==> config.mk <==
export PLATFORM = sky130hd
export DESIGN_NAME = tcp_timer
export DESIGN_NICKNAME = d
export VERILOG_FILES = /design/src/design/tcp_pkg.sv /design/src/design/tcp_timer.sv
export SDC_FILE = /design/constraint.sdc
export NUM_CORES = 1
export LEC_CHECK = 0
export BUFFER_PORTS_ARGS = -buffer_cell sky130_fd_sc_hd__buf_2
export CORE_MARGIN = 2
export CORE_UTILIZATION = 40
export CTS_CLUSTER_DIAMETER = 120
export DETAILED_ROUTE_END_ITERATION = 8
export GPL_ROUTABILITY_DRIVEN = 0
export MAX_ROUTING_LAYER = met4
export PLACE_DENSITY_LB_ADDON = 0.15
export SLEW_MARGIN = 20
export SYNTH_ARGS = -nofsm -noshare
export SYNTH_HDL_FRONTEND = slang
export SYNTH_SLANG_ARGS = --single-unit
==> constraint.sdc <==
create_clock -name sys_clk -period 2.75 [get_ports sys_clk]
set_clock_uncertainty 0.05 [all_clocks]
set_input_delay 0.275 -clock sys_clk [delete_from_list [all_inputs] [get_ports sys_clk]]
set_output_delay 0.275 -clock sys_clk [all_outputs]
set_load 0.01 [all_outputs]
==> src/design/tcp_pkg.sv <==
// Register map, field positions and constants of the compare/pulse/PWM timer
package tcp_pkg;
  // Byte addresses, one register per aligned word
  localparam logic [5:0] ADR_CR1 = 6'h00;
  localparam logic [5:0] ADR_CR2 = 6'h04;
  localparam logic [5:0] ADR_SR = 6'h08;
  localparam logic [5:0] ADR_OC1H = 6'h0C;
  localparam logic [5:0] ADR_OC1L = 6'h10;
  localparam logic [5:0] ADR_OC2H = 6'h14;
  localparam logic [5:0] ADR_OC2L = 6'h18;
  localparam logic [5:0] ADR_CNTH = 6'h1C;
  localparam logic [5:0] ADR_CNTL = 6'h20;
  localparam logic [5:0] ADR_IC1H = 6'h24;
  localparam logic [5:0] ADR_IC1L = 6'h28;
  localparam logic [5:0] ADR_IC2H = 6'h2C;
  localparam logic [5:0] ADR_IC2L = 6'h30;
  // timer_control_one fields
  localparam int B_CAPTURE_IRQ_ENABLE = 7;
  localparam int B_COMPARE_IRQ_ENABLE = 6;
  localparam int B_TOIE = 5;
  localparam int B_FOLV2 = 4;
  localparam int B_FOLV1 = 3;
  localparam int B_LVL2 = 2;
  localparam int B_CAPTURE_EDGE_SELECT_ONE = 1;
  localparam int B_LVL1 = 0;
  // timer_control_two fields
  localparam int B_COMPARE_PIN_ENABLE_ONE = 7;
  localparam int B_OC2E = 6;
  localparam int B_OPM = 5;
  localparam int B_PWM = 4;
  localparam int B_CCH = 3;
  localparam int B_CCL = 2;
  localparam int B_IEDG2 = 1;
  localparam int B_EXEDG = 0;
  // Flag vector index; status bit is index plus FLAG_LSB
  localparam int F_COMPARE_FLAG_TWO = 0;
  localparam int F_CAPTURE_FLAG_TWO = 1;
  localparam int F_TOF = 2;
  localparam int F_COMPARE_FLAG_ONE = 3;
  localparam int F_CAPTURE_FLAG_ONE = 4;
  localparam int NFLAG = 5;
  localparam int FLAG_LSB = 3;
  // Clock select codes
  localparam logic [1:0] CLK_DIV2 = 2'h0;
  localparam logic [1:0] CLK_DIV4 = 2'h1;
  localparam logic [1:0] CLK_EXT = 2'h3;
  // Values
  localparam logic [15:0] CNT_RESET = 16'hFFFC;
  localparam logic [15:0] CNT_MAX = 16'hFFFF;
  localparam logic [15:0] CAP_OPM = 16'hFFFD;
  localparam logic [15:0] OC_RESET = 16'h8000;
  localparam logic [15:0] ONE16 = 16'h0001;
  localparam logic [7:0] CR_RESET = 8'h00;
  typedef enum logic [1:0] {TCP_NORMAL, TCP_ONE_PULSE, TCP_PWM} tcp_mode_t;
endpackage : tcp_pkg

==> src/design/tcp_timer.sv <==
// Output-compare timer with one-pulse and PWM modes, Avalon-MM slave
`timescale 1ns/100ps
// Summary of operation
// - Counter equal to compare value sets its flag and drives its level on enabled pin.
// - Compare pin latches are low during reset.
// - Compare match interrupts only with compare enable set and processor mask clear.
// - Compare flag clears after status read seeing it, then low-byte access.
// - High-byte write suspends compare; low-byte write resumes and clears flag.
// - Match at value for CPU/2, at value plus one for slower clocks.
// - Disabled pin stays general I/O; flag and interrupt still work.
// - Force bit with pin enabled copies level, no flag, no interrupt.
// - Force bits ignored in one-pulse and PWM modes.
// - One-pulse select uses capture one as trigger, compare one for length.
// - One-pulse trigger reloads FFFC, drives level two, sets capture flag, captures FFFD.
// - One-pulse compare one match drives level one, ending pulse.
// - One-pulse never sets compare flag one; compare flag two still works.
// - One-pulse compare two flags time but drives no waveform.
// - Both mode bits set means PWM only.
// - One-pulse: capture pin one never captures; capture two still captures.
// - PWM disconnects capture pin one; capture two stays usable.
// - PWM: compare one match drives level one, compare two drives level two.
// - PWM compare two match reloads counter to FFFC.
// - PWM never sets compare flags.
// - PWM compare two match sets capture flag one, may interrupt.
// - Compare values reset to 8000 and hardware never changes them.
// - Counter resets to FFFC, the only value ever reloaded.
// - Clock select both ones picks external clock, else divided CPU clock.
module tcp_timer
  import tcp_pkg::*;
(
  // Clock and reset
  input wire logic sys_clk,
  input wire logic rst_n,
  // Avalon-MM slave
  input wire logic [5:0] avs_address,
  input wire logic avs_read,
  input wire logic avs_write,
  input wire logic [3:0] avs_byteenable,
  input wire logic [31:0] avs_writedata,
  output logic [31:0] avs_readdata,
  output logic avs_waitrequest,
  // Timer pins
  input wire logic capture_pin_one,
  input wire logic capture_pin_two,
  input wire logic ext_clock_pin,
  input wire logic cpu_irq_mask,
  output logic compare_output_pin_one,
  output logic compare_output_pin_one_oe,
  output logic compare_output_pin_two,
  output logic compare_output_pin_two_oe,
  output logic timer_irq
);

  // ************************************************
  // State
  // ************************************************
  logic [7:0] timer_control_one;
  logic [7:0] timer_control_two;
  logic [15:0] compare_value_one;
  logic [15:0] compare_value_two;
  logic [15:0] capture_value_one;
  logic [15:0] capture_value_two;
  logic [15:0] cnt;
  logic [2:0] presc;
  logic cnt_new;
  logic ext_prev;
  logic cap1_prev;
  logic cap2_prev;
  logic inhibit_one;
  logic inhibit_two;
  logic [NFLAG-1:0] flags;
  logic [NFLAG-1:0] armed;

  // ************************************************
  // Bus decode
  // ************************************************
  // One wait state per request; the access lands when waitrequest is low
  wire acc = (avs_read | avs_write) & ~avs_waitrequest;
  wire wr = acc & avs_write & avs_byteenable[0];
  wire rd = acc & avs_read;
  wire [7:0] wd = avs_writedata[7:0];
  wire h_cr1 = avs_address == ADR_CR1;
  wire h_cr2 = avs_address == ADR_CR2;
  wire h_sr = avs_address == ADR_SR;
  wire h_oc1h = avs_address == ADR_OC1H;
  wire h_oc1l = avs_address == ADR_OC1L;
  wire h_oc2h = avs_address == ADR_OC2H;
  wire h_oc2l = avs_address == ADR_OC2L;
  wire h_cnth = avs_address == ADR_CNTH;
  wire h_cntl = avs_address == ADR_CNTL;
  wire h_ic1h = avs_address == ADR_IC1H;
  wire h_ic1l = avs_address == ADR_IC1L;
  wire h_ic2h = avs_address == ADR_IC2H;
  wire h_ic2l = avs_address == ADR_IC2L;
  wire [7:0] status = {flags, 3'h0};
  wire [7:0] rd_mux =
    h_cr1 ? timer_control_one :
    h_cr2 ? timer_control_two :
    h_sr ? status :
    h_oc1h ? compare_value_one[15:8] :
    h_oc1l ? compare_value_one[7:0] :
    h_oc2h ? compare_value_two[15:8] :
    h_oc2l ? compare_value_two[7:0] :
    h_cnth ? cnt[15:8] :
    h_cntl ? cnt[7:0] :
    h_ic1h ? capture_value_one[15:8] :
    h_ic1l ? capture_value_one[7:0] :
    h_ic2h ? capture_value_two[15:8] :
    h_ic2l ? capture_value_two[7:0] :
    8'h00;

  // ************************************************
  // Mode and clock selection
  // ************************************************
  wire opm_bit = timer_control_two[B_OPM];
  wire pwm_bit = timer_control_two[B_PWM];
  tcp_mode_t mode;
  assign mode = pwm_bit ? TCP_PWM : opm_bit ? TCP_ONE_PULSE : TCP_NORMAL;
  wire normal = mode == TCP_NORMAL;
  wire [1:0] clk_sel = timer_control_two[B_CCH:B_CCL];
  wire ext_edge = timer_control_two[B_EXEDG] ?
    (ext_clock_pin & ~ext_prev) :
    (~ext_clock_pin & ext_prev);
  wire tick_int = (clk_sel == CLK_DIV2) ? presc[0] :
    (clk_sel == CLK_DIV4) ? &presc[1:0] :
    &presc;
  wire tick = (clk_sel == CLK_EXT) ? ext_edge : tick_int;
  wire fast = clk_sel == CLK_DIV2;

  // ************************************************
  // Capture edges and compare matches
  // ************************************************
  wire cap1_edge = timer_control_one[B_CAPTURE_EDGE_SELECT_ONE] ?
    (capture_pin_one & ~cap1_prev) :
    (~capture_pin_one & cap1_prev);
  wire cap2_edge = timer_control_two[B_IEDG2] ?
    (capture_pin_two & ~cap2_prev) :
    (~capture_pin_two & cap2_prev);
  // In one-pulse mode capture pin one is only a trigger; in PWM mode it is ignored
  wire cap1_norm = cap1_edge & normal;
  wire opm_trig = cap1_edge & (mode == TCP_ONE_PULSE);
  wire [15:0] tgt1 = fast ? compare_value_one : 16'(compare_value_one + ONE16);
  wire [15:0] tgt2 = fast ? compare_value_two : 16'(compare_value_two + ONE16);
  wire m1 = cnt_new & ~inhibit_one & (cnt == tgt1);
  wire m2 = cnt_new & ~inhibit_two & (cnt == tgt2);
  wire pwm_per = m2 & (mode == TCP_PWM);
  wire cnt_wr = wr & h_cntl;
  wire reload = cnt_wr | opm_trig | pwm_per;
  wire overflow = tick & (cnt == CNT_MAX) & ~reload;
  wire [15:0] next_cnt = reload ? CNT_RESET :
    tick ? 16'(cnt + ONE16) :
    cnt;
  wire compare_pin_enable_one = timer_control_two[B_COMPARE_PIN_ENABLE_ONE];
  wire oc2e = timer_control_two[B_OC2E];
  wire lvl1 = timer_control_one[B_LVL1];
  wire lvl2 = timer_control_one[B_LVL2];
  wire force1 = normal & timer_control_one[B_FOLV1];
  wire force2 = normal & timer_control_one[B_FOLV2];

  // Pin one: trigger or PWM compare two match wins over compare one match and force within a cycle
  wire p1_to2 = opm_trig | (m2 & (mode == TCP_PWM));
  wire p1_to1 = m1 | force1;
  wire p1_upd = compare_pin_enable_one & (p1_to2 | p1_to1);
  wire next_pin1 = p1_to2 ? lvl2 : lvl1;
  wire p2_upd = oc2e & normal & (m2 | force2);

  // ************************************************
  // Flags
  // ************************************************
  wire [NFLAG-1:0] set_v;
  wire [NFLAG-1:0] low_acc;
  wire [NFLAG-1:0] extra_clr;
  assign set_v[F_COMPARE_FLAG_ONE] = m1 & normal;
  assign set_v[F_COMPARE_FLAG_TWO] = m2 & (mode != TCP_PWM);
  assign set_v[F_CAPTURE_FLAG_ONE] = cap1_norm | opm_trig | pwm_per;
  assign set_v[F_CAPTURE_FLAG_TWO] = cap2_edge;
  assign set_v[F_TOF] = overflow;
  assign low_acc[F_COMPARE_FLAG_ONE] = acc & h_oc1l;
  assign low_acc[F_COMPARE_FLAG_TWO] = acc & h_oc2l;
  assign low_acc[F_CAPTURE_FLAG_ONE] = acc & h_ic1l;
  assign low_acc[F_CAPTURE_FLAG_TWO] = acc & h_ic2l;
  assign low_acc[F_TOF] = acc & h_cntl;
  assign extra_clr = {1'b0, wr & h_oc1l, 2'h0, wr & h_oc2l};
  wire [NFLAG-1:0] clr_v = (armed & low_acc) | extra_clr;
  wire sr_rd = rd & h_sr;

  // Set wins over clear in one cycle
  genvar gi;
  generate
    for (gi = 0; gi < NFLAG; gi++) begin : g_flag
      always_ff @(posedge sys_clk or negedge rst_n) begin
        if (!rst_n) begin
          flags[gi] <= 1'b0;
          armed[gi] <= 1'b0;
        end else begin
          flags[gi] <= set_v[gi] | (flags[gi] & ~clr_v[gi]);
          armed[gi] <= (sr_rd & flags[gi]) | (armed[gi] & ~low_acc[gi]);
        end
      end
    end
  endgenerate

  wire next_irq = ~cpu_irq_mask & ((timer_control_one[B_CAPTURE_IRQ_ENABLE] & (flags[F_CAPTURE_FLAG_ONE] | flags[F_CAPTURE_FLAG_TWO])) |
    (timer_control_one[B_COMPARE_IRQ_ENABLE] & (flags[F_COMPARE_FLAG_ONE] | flags[F_COMPARE_FLAG_TWO])) |
    (timer_control_one[B_TOIE] & flags[F_TOF]));

  // ************************************************
  // Registers
  // ************************************************
  always_ff @(posedge sys_clk or negedge rst_n) begin
    if (!rst_n) begin
      avs_waitrequest <= 1'b1;
      avs_readdata <= 32'h0000_0000;
      timer_irq <= 1'b0;
    end else begin
      avs_waitrequest <= ~((avs_read | avs_write) & avs_waitrequest);
      avs_readdata <= {24'h00_0000, rd_mux};
      timer_irq <= next_irq;
    end
  end

  always_ff @(posedge sys_clk or negedge rst_n) begin
    if (!rst_n) begin
      timer_control_one <= CR_RESET;
      timer_control_two <= CR_RESET;
    end else begin
      if (wr & h_cr1) timer_control_one <= wd;
      if (wr & h_cr2) timer_control_two <= wd;
    end
  end

  // Only software writes reach the compare values
  always_ff @(posedge sys_clk or negedge rst_n) begin
    if (!rst_n) begin
      compare_value_one <= OC_RESET;
      compare_value_two <= OC_RESET;
      inhibit_one <= 1'b0;
      inhibit_two <= 1'b0;
    end else begin
      if (wr & h_oc1h) compare_value_one[15:8] <= wd;
      if (wr & h_oc1l) compare_value_one[7:0] <= wd;
      if (wr & h_oc2h) compare_value_two[15:8] <= wd;
      if (wr & h_oc2l) compare_value_two[7:0] <= wd;
      inhibit_one <= (wr & h_oc1h) | (inhibit_one & ~(wr & h_oc1l));
      inhibit_two <= (wr & h_oc2h) | (inhibit_two & ~(wr & h_oc2l));
    end
  end

  always_ff @(posedge sys_clk or negedge rst_n) begin
    if (!rst_n) begin
      cnt <= CNT_RESET;
      presc <= 3'h0;
      cnt_new <= 1'b0;
      ext_prev <= 1'b0;
      cap1_prev <= 1'b0;
      cap2_prev <= 1'b0;
    end else begin
      cnt <= next_cnt;
      presc <= 3'(presc + 3'h1);
      cnt_new <= tick | reload;
      ext_prev <= ext_clock_pin;
      cap1_prev <= capture_pin_one;
      cap2_prev <= capture_pin_two;
    end
  end

  always_ff @(posedge sys_clk or negedge rst_n) begin
    if (!rst_n) begin
      capture_value_one <= 16'h0000;
      capture_value_two <= 16'h0000;
    end else begin
      if (opm_trig) capture_value_one <= CAP_OPM;
      else if (cap1_norm) capture_value_one <= cnt;
      if (cap2_edge) capture_value_two <= cnt;
    end
  end

  always_ff @(posedge sys_clk or negedge rst_n) begin
    if (!rst_n) begin
      compare_output_pin_one <= 1'b0;
      compare_output_pin_two <= 1'b0;
      compare_output_pin_one_oe <= 1'b0;
      compare_output_pin_two_oe <= 1'b0;
    end else begin
      if (p1_upd) compare_output_pin_one <= next_pin1;
      if (p2_upd) compare_output_pin_two <= lvl2;
      compare_output_pin_one_oe <= compare_pin_enable_one;
      compare_output_pin_two_oe <= oc2e;
    end
  end
endmodule : tcp_timer

# Word-level counts from Yosys, hierarchy flattened
# Cells that the tools add are included.
[totals]
ff_bits = 129
output_inout_bits = 38
elab_cells = 205
in_bits = 50
[classes]
n_bitwise = 113
n_reduce_logical = 7
n_addsub = 4
n_eq_ne = 20
n_mux = 28
[op_table]
columns = ["cell", "count"]
rows = [
  ["8-bit two-way mux", 13],
  ["16-bit two-way mux", 6],
  ["1-bit bitwise AND", 61],
  ["16-bit by 1-bit adder with 16-bit output (second input constant)", 3],
  ["16-bit == test", 2],
  ["6-bit == test (second input constant)", 5],
  ["1-bit OR", 26],
  ["6-bit by 5-bit == test with 1-bit output (second input constant)", 4],
  ["1-bit inverter", 24],
  ["16-bit == test (second input constant)", 1],
  ["6-bit by 4-bit == test with 1-bit output (second input constant)", 2],
  ["1-bit two-way mux", 8],
  ["6-bit by 3-bit == test with 1-bit output (second input constant)", 1],
  ["6-bit logical NOT", 1],
  ["5-bit bitwise AND", 1],
  ["5-bit by 4-bit OR with 5-bit output", 1],
  ["2-bit by 1-bit == test with 1-bit output (second input constant)", 2],
  ["2-bit == test (second input constant)", 2],
  ["2-bit logical NOT", 2],
  ["2-bit nonzero test", 2],
  ["3-bit by 1-bit adder with 3-bit output (second input constant)", 1],
  ["3-bit AND reduction", 1],
  ["2-bit two-way mux", 1],
  ["2-bit != test (second input constant)", 1],
  ["2-bit AND reduction", 1],
]

# Depth between registers and ports, before layout
# Gate-level depths: netlist of run 1.
[depth]
ltp_word = 14
mapped_depth = 11
depth_no_buf = 10

# Worst setup path after synthesis of run 1
# No wires, ideal clock.
[synth_path]
kind = "flip-flop to flip-flop"
startpoint = "reg compare_value_one[1]"
endpoint = "reg compare_output_pin_one"
required_time_ns = 2.633
setup_ns = 0.067
slack_ns = 0.296
path_buffers = 0
period_less_slack_ns = 2.454
path_stages_with_launch = 10
arrival_time_ns = 2.337
cell_sequence = "dfrtp_1 > ha_1 > xor3_1 > or3_1 > a21oi_1 > o21ba_2 > o21ai_0 > or4b_1 > nand3_1 > o221a_1"
[synth_between]
elab_chain_cells = 7
[synth_rtl]
columns = ["item", "line", "rtl"]
rows = [
  ["from (decl)", "tcp_timer.sv:59", "logic [15:0] compare_value_one;"],
  ["from (signal assigned)", "tcp_timer.sv:241", "if (wr & h_oc1l) compare_value_one[7:0] <= wd;"],
  ["16-bit by 1-bit adder with 16-bit output", "tcp_timer.sv:142", "wire [15:0] tgt1 = fast ? compare_value_one : 16'(compare_value_one + ONE16);"],
  ["16-bit two-way mux *", "tcp_timer.sv:142", ""],
  ["16-bit == test *", "tcp_timer.sv:144", "wire m1 = cnt_new & ~inhibit_one & (cnt == tgt1);"],
  ["1-bit bitwise AND *", "tcp_timer.sv:144", ""],
  ["1-bit OR *", "tcp_timer.sv:162", "wire p1_to1 = m1 | force1;"],
  ["1-bit OR *", "tcp_timer.sv:163", "wire p1_upd = compare_pin_enable_one & (p1_to2 | p1_to1);"],
  ["1-bit bitwise AND *", "tcp_timer.sv:163", ""],
  ["to (signal assigned)", "tcp_timer.sv:285", "if (p1_upd) compare_output_pin_one <= next_pin1;"],
  ["to (decl)", "tcp_timer.sv:47", "output logic compare_output_pin_one,"],
]
# Every way passes the cells marked *; elsewhere a longest branch is shown, timed or not.
# A chain may end at the register's enable or synchronous reset.

# Final worst setup path of run 1
[layout_path]
startpoint = "reg cnt[4]"
endpoint = "reg compare_output_pin_one"
[layout_between]
elab_chain_cells = 6
word_cells_on_any_way = 10
classes_between = "eq/ne (2); mux (1); bitwise (7)"
[layout_rtl]
columns = ["item", "line", "rtl"]
rows = [
  ["from (decl)", "tcp_timer.sv:63", "logic [15:0] cnt;"],
  ["from (signal assigned)", "tcp_timer.sv:258", "cnt <= next_cnt;"],
  ["16-bit == test", "tcp_timer.sv:145", "wire m2 = cnt_new & ~inhibit_two & (cnt == tgt2);"],
  ["1-bit bitwise AND", "tcp_timer.sv:145", ""],
  ["1-bit bitwise AND", "tcp_timer.sv:161", "wire p1_to2 = opm_trig | (m2 & (mode == TCP_PWM));"],
  ["1-bit OR", "tcp_timer.sv:161", ""],
  ["1-bit OR", "tcp_timer.sv:163", ""],
  ["1-bit bitwise AND", "tcp_timer.sv:163", ""],
]
# Parallel ways exist; a longest one is shown, timed or not.

==> results of run 1 <==
## worst max-delay path: cells and delay by family, from the launching register on
kind             cells  cell delay, ns
flip-flops           1            0.53
AND/OR/NAND/NOR      3            0.95
AO/OA/AOI/OAI        4            0.65
XOR/XNOR             1            0.39
## sequential cells by signal, summed over array words and instances (netlist names), 8 cells and up
| signal | cells |
|---|---|
| capture_value_one | 16 |
| capture_value_two | 16 |
| cnt | 16 |
| compare_value_one | 16 |
| compare_value_two | 16 |
| avs_readdata | 8 |
| timer_control_one | 8 |
| timer_control_two | 8 |
## cell type report
type,instances,area [um^2],share of cell area (%)
sequential,129,3250,36.4
clock inverter,13,138,1.54
clock buffer,19,443,4.96
tap,234,293,3.28
multi-input combinational,583,4030,45.1
inverter,21,78.8,0.883
timing repair buffer,97,699,7.83
## synth_stat cells (all sizes together) (6+ instances only)
cell | count | area (um^2)
a21oi | 49 | 245
a221oi | 6 | 58.8
a22o | 7 | 61.3
a31oi | 8 | 50.1
and3 | 7 | 43.8
buf | 42 | 273
clkbuf | 30 | 114
dfrtp | 112 | 2800
dfstp | 17 | 447
inv | 21 | 78.8
mux2 | 66 | 743
mux2i | 27 | 270
nand2 | 59 | 221
nand2b | 8 | 50.1
nand3 | 24 | 120
nand4 | 16 | 106
nor2 | 75 | 282
nor2b | 9 | 56.3
nor3 | 12 | 65.1
nor4 | 6 | 58.8
o211ai | 6 | 45.0
o21ai | 39 | 195
xnor2 | 27 | 236
xor2 | 21 | 184
## path summary, 6_finish.rpt
check | endpoint | slack, ns | depth (start not counted)
worst min-delay path | compare_value_two[11] | 0.14 | 2
worst max-delay path | compare_output_pin_one | 0.12 | 8
worst min register to register | presc[0] | 0.41 | 1
worst max register to register | compare_output_pin_one | 0.12 | 8
min in group asynchronous | cnt_new | 0.38 | 2
max in group asynchronous | avs_waitrequest | 1.53 | 3
## repair_timing
| item | in CTS | in global routing |
|---|---|---|
| pin swaps | 0 | 1 |
| gates resized for setup | 3 | 7 |
| hold buffers | 7 | 0 |
| endpoints found under the setup margin | 2 | 6 |
| endpoints found under the hold margin | 54 | 0 |
## kinds of logic after synthesis
family / after synthesis / share of synthesized area, %
and+or+nand+nor: 248 / 16.4
AOI/OAI and AO/OA: 160 / 13.5
DFF: 129 / 42.7
muxes: 97 / 14.5
buffers and inverters: 93 / 6.12
xor gates and xnor gates: 49 / 5.84
adders and majority gates: 5 / 0.822
other: 1 / 0.0493
## per-stage QoR
| step | setup WS, ns | instances | instance area, um^2 | util [%] |
|---|---|---|---|---|
| 2_1_floorplan | 0.296 | 805 | 7690 | - |
| 3_3_place_gp | 0.0237 | 1057 | 8240 | 44.0 |
| 3_5_place_dp | 0.0114 | 1057 | 8240 | 44.0 |
| 4_1_cts | 0.0279 | 1096 | 8890 | 47.5 |
| 5_1_grt | 0.000997 | 1096 | 8930 | 47.7 |
| 6_report | 0.118 | 1096 | 8930 | 47.7 |
## power by group
part           leakage, nW  internal [W]  switching, W  total (W)
clock                0.284       0.00136      0.000891    0.00225
combinational         2.17      0.000776      0.000928    0.00170
sequential            1.62       0.00229      0.000405    0.00270
## routing by layer
layer	track usage, %	wire length [um]	vias up
met5	-	0	-
met4	8.89	683	0
met3	5.57	1570	55
met2	37.9	10700	282
met1	34.4	10800	3159
li1	-	-	2872
==> results.json, run 1 <==
{
  "crit_type": "flop to flop",
  "post_cts_buffers": 0,
  "clk_latency_ns": 0.43,
  "drtPass1Iterations": 6,
  "final_common_cell": "dfrtp_1",
  "dp_hpwl_um": 17400,
  "core_um2": 18700,
  "final_cell_mix": "dfrtp_1, nor2_1, mux2_2",
  "crit_fanout": 2,
  "hold_violations": 0,
  "die_h_um": 142,
  "grt_remaining_overflow": 0,
  "outcome": "finished, final reports clean",
  "fin_nets": 904,
  "remaining_drc_errors": 0,
  "fill_cells": 1756,
  "ys.flop_type": "dfrtp_1",
  "critPathRequiredTime_ns": 3.07,
  "netlist_instances": 782,
  "cp_slowest_cell": "or4b_1",
  "grt_pass1_vias": 6137,
  "maxCapViolCount": 0,
  "drive_gt1_share_pct": 26.8,
  "setup_violations": 0,
  "ant_nets": 0,
  "cts_buffer_depth": 2,
  "die_w_um": 142,
  "wl_per_cell_um": 21.7,
  "cp.arrival_ns": 2.95,
  "slew_headroom_pct": 42.1,
  "slew_violations": 0,
  "cts_max_level": 4,
  "synthToLayoutAreaGrowth_pct": 17.4,
  "synth_area_um2": 7610,
  "holdWs_ns": 0.143,
  "worstHoldPathType": "input port to flop",
  "grt_max_degree": 65,
  "timing.rr.start": "cnt[4]",
  "tightest_slew_ns": 0.869,
  "vias": 6368,
  "power_w": 0.00665,
  "setup_tns_ns": 0,
  "ys_seq_elements": 129,
  "p_per_area_nw_per_um2": 745,
  "p_leak_nw": 4.07,
  "grt_util_all_layers_pct": 25.4,
  "clock-sinks": 129,
  "rsz0062_at_grt": "false",
  "die-area_um2": 20100,
  "n_antenna_cell": 0,
  "slowest_delay_ns": 0.54,
  "grt_pass1_wl_um": 36800,
  "synth_edf_count": 0,
  "avgSynthCellArea_um2": 9.73,
  "period_share_pct": 95.7,
  "ys_types": 73,
  "antenna_found_initial": 0,
  "async_flop_share_pct": 100,
  "cts_tree": "built",
  "cts_buffers": 17,
  "cp-start-kind": "flop",
  "peakVddDrop_mv": 0.447,
  "cp-startpoint": "cnt[4]",
  "initialDrtViolationCount": 550,
  "seq_area_frac_synth_pct": 42.7,
  "routed_wl_um": 23700,
  "clk_pin_slew_ns": 0.06,
  "cts_root_buf": "clkbuf_16",
  "cp-end-kind": "flop",
  "finalCriticalPeriod_ns": 2.63,
  "yosys_warnings": 0,
  "core.rowCount": 50,
  "holdCritStartpoint": "avs_writedata[3]",
  "start_util_pct": 40.7,
  "vias_per_cell": 5.81,
  "crit_chain": "xor3_1, or3_1, a21oi_1, o21ba_2, o21ai_0, or4b_1, nand3_1, o221a_1",
  "fmax_mhz": 380,
  "io_pins": 88,
  "portBuffers": 36
}
Note: power is estimated with default switching activity, not from simulation.
==> inputs of run 2 (changes only) <==
--- a/config.mk
+++ b/config.mk
@@ -13,7 +13,6 @@
 export GPL_ROUTABILITY_DRIVEN = 0
 export MAX_ROUTING_LAYER = met4
 export PLACE_DENSITY_LB_ADDON = 0.15
-export SLEW_MARGIN = 20
 export SYNTH_ARGS = -nofsm -noshare
 export SYNTH_HDL_FRONTEND = slang
 export SYNTH_SLANG_ARGS = --single-unit
==> constraint.sdc (replaced) <==
create_clock -name sys_clk -period 3.4 [get_ports sys_clk]
set_clock_uncertainty 0.05 [all_clocks]
set_input_delay 0.34 -clock sys_clk [delete_from_list [all_inputs] [get_ports sys_clk]]
set_output_delay 0.34 -clock sys_clk [all_outputs]
set_load 0.01 [all_outputs]
==> run 2 against run 1 <==
  * Sequential share of layout area up 1.0 points
  * Clock power down 5%
  * First-iteration DRC count up 9.6%
  * Clock-buffer cell count down 2
  * Die area unchanged
  * Hold slack worse by 0.12 ns
  * Cell area down 2.8%
  * Via count down 2.0%
  * Final cell count down 3.5%
  * Global-route usage down 0.55 points
  * Total power down 16%
  * Sequential power down 17%
  * Largest power group unchanged
==> results.json, run 2 (same netlist as run 1, synthesis figures left out) <==
{
  "peakVddDrop_mv": 0.329,
  "fin_ws_ns": 0.210,
  "die_h_um": 142,
  "final_common_cell": "dfrtp_1",
  "cp.arrival_ns": 3.51,
  "vias": 6243,
  "die-area_um2": 20100,
  "crit_buf_inv": 0,
  "holdCritStartpoint": "cpu_irq_mask",
  "post_cts_buffers": 0,
  "setup_violations": 0,
  "antenna_found_initial": 0,
  "tightest_slew_ns": 1.09,
  "fin_nets": 866,
  "cp_slowest_cell": "dfrtp_1",
  "crit_type": "flop to flop",
  "slowest_delay_ns": 0.64,
  "routed_wl_um": 23300,
  "cts_tree": "built",
  "core.rowCount": 50,
  "hold_violations": 0,
  "start_util_pct": 40.7,
  "io_pins": 88,
  "final_cell_mix": "dfrtp_1, nor2_1, mux2_2",
  "drtPass1Iterations": 5,
  "cts_root_buf": "clkbuf_16",
  "vias_per_cell": 5.90,
  "slew_headroom_pct": 27.4,
  "cp-startpoint": "compare_value_one[0]",
  "clock-sinks": 129,
  "place_ws_ns": 0.286,
  "outcome": "finished, final reports clean",
  "grt_pass1_wl_um": 36100,
  "initialDrtViolationCount": 603,
  "remaining_drc_errors": 0,
  "clk_latency_ns": 0.43,
  "period_share_pct": 93.8,
  "fmax_mhz": 313,
  "cp-end-kind": "flop",
  "wl_per_cell_um": 22.1,
  "synthToLayoutAreaGrowth_pct": 14.0,
  "n_antenna_cell": 0,
  "clk_pin_slew_ns": 0.06,
  "maxCapViolCount": 0,
  "cts_max_level": 4,
  "crit_family": "simple AND/OR/NAND/NOR gates",
  "portBuffers": 36,
  "grt_remaining_overflow": 0,
  "grt_pass1_vias": 6176,
  "grt_util_all_layers_pct": 24.9,
  "cp-start-kind": "flop",
  "cts_buffers": 17,
  "dp_hpwl_um": 16700,
  "core_um2": 18700,
  "p_leak_nw": 3.90,
  "rsz0062_at_grt": "false",
  "crit_fanout": 9,
  "timing.rr.start": "compare_value_one[0]",
  "finalCriticalPeriod_ns": 3.19,
  "crit_chain": "ha_1, nand4_1, nor4_2, nor4b_1, o21ai_0, or4b_1, nand3_1, o221a_1",
  "holdWs_ns": 0.0181,
  "cts_buffer_depth": 2,
  "worstHoldPathType": "input port to flop",
  "slew_violations": 0,
  "p_per_area_nw_per_um2": 645,
  "ant_nets": 0,
  "setup_tns_ns": 0,
  "grt_max_degree": 82,
  "drive_gt1_share_pct": 22.8,
  "die_w_um": 142,
  "critPathRequiredTime_ns": 3.72
}
[run 2: cell count changes in the layout (fill, tap and decap cells not counted), sizes merged]
cell and delta:
dlygate4sd3 -3, clkbuf -2, buf -35, clkinv -4, inv +3, clkinvlp -1, bufinv +4
[run 2: through the flow]
| stage | area, um^2 | total power [W] | cells | utilization [%] |
|---|---|---|---|---|
| 6_report | 8680 | 0.00560 | 1058 | 46.4 |
| 5_1_grt | 8680 | 0.00585 | 1058 | 46.4 |
| 4_1_cts | 8670 | 0.00562 | 1058 | 46.3 |
| 3_5_place_dp | 7950 | 0.00345 | 1022 | 42.5 |
| 3_3_place_gp | 7950 | 0.00341 | 1022 | 42.5 |
| 2_1_floorplan | 7690 | 0.00301 | 805 | - |
[run 2: timing repair]
action                                  in CTS  in global routing
endpoints found under the hold margin       69                  0
resized for setup                            0                  1
endpoints found under the setup margin       0                  1
hold buffers                                 4                  0
[run 2: path summary, 6_finish.rpt]
kind / endpoint / slack [ns] / depth (start not counted)
hold / removal: timer_irq / 0.02 / 2
hold reg to reg: presc[0] / 0.40 / 1
setup / recovery: compare_output_pin_one / 0.21 / 8
max in group asynchronous: cnt[4] / 2.07 / 3
setup reg to reg: compare_output_pin_one / 0.21 / 8
min in group asynchronous: cnt[0] / 0.48 / 2
[run 2: power by group]
part,total (W),switching [W],internal [W]
sequential,0.00224,0.000386,0.00185
clock,0.00214,0.000758,0.00139
combinational,0.00122,0.000654,0.000561
[run 2: area by class of cell]
type / instances / area [um^2]
clock inverters: 15 / 254
repair buffers: 59 / 382
well taps: 234 / 293
clock buffers: 17 / 425
fillers: 1779 / 10000
multi-input cells: 583 / 3990
inverters: 21 / 78.8
flip-flops and latches: 129 / 3250
[run 2: layer usage]
| layer | up-vias | GRT usage, % | routed length, um |
|---|---|---|---|
| met5 | - | - | 0 |
| met4 | 0 | 10.8 | 908 |
| met3 | 64 | 4.69 | 1650 |
| met2 | 269 | 36.4 | 10300 |
| met1 | 3091 | 33.9 | 10500 |
| li1 | 2819 | - | - |
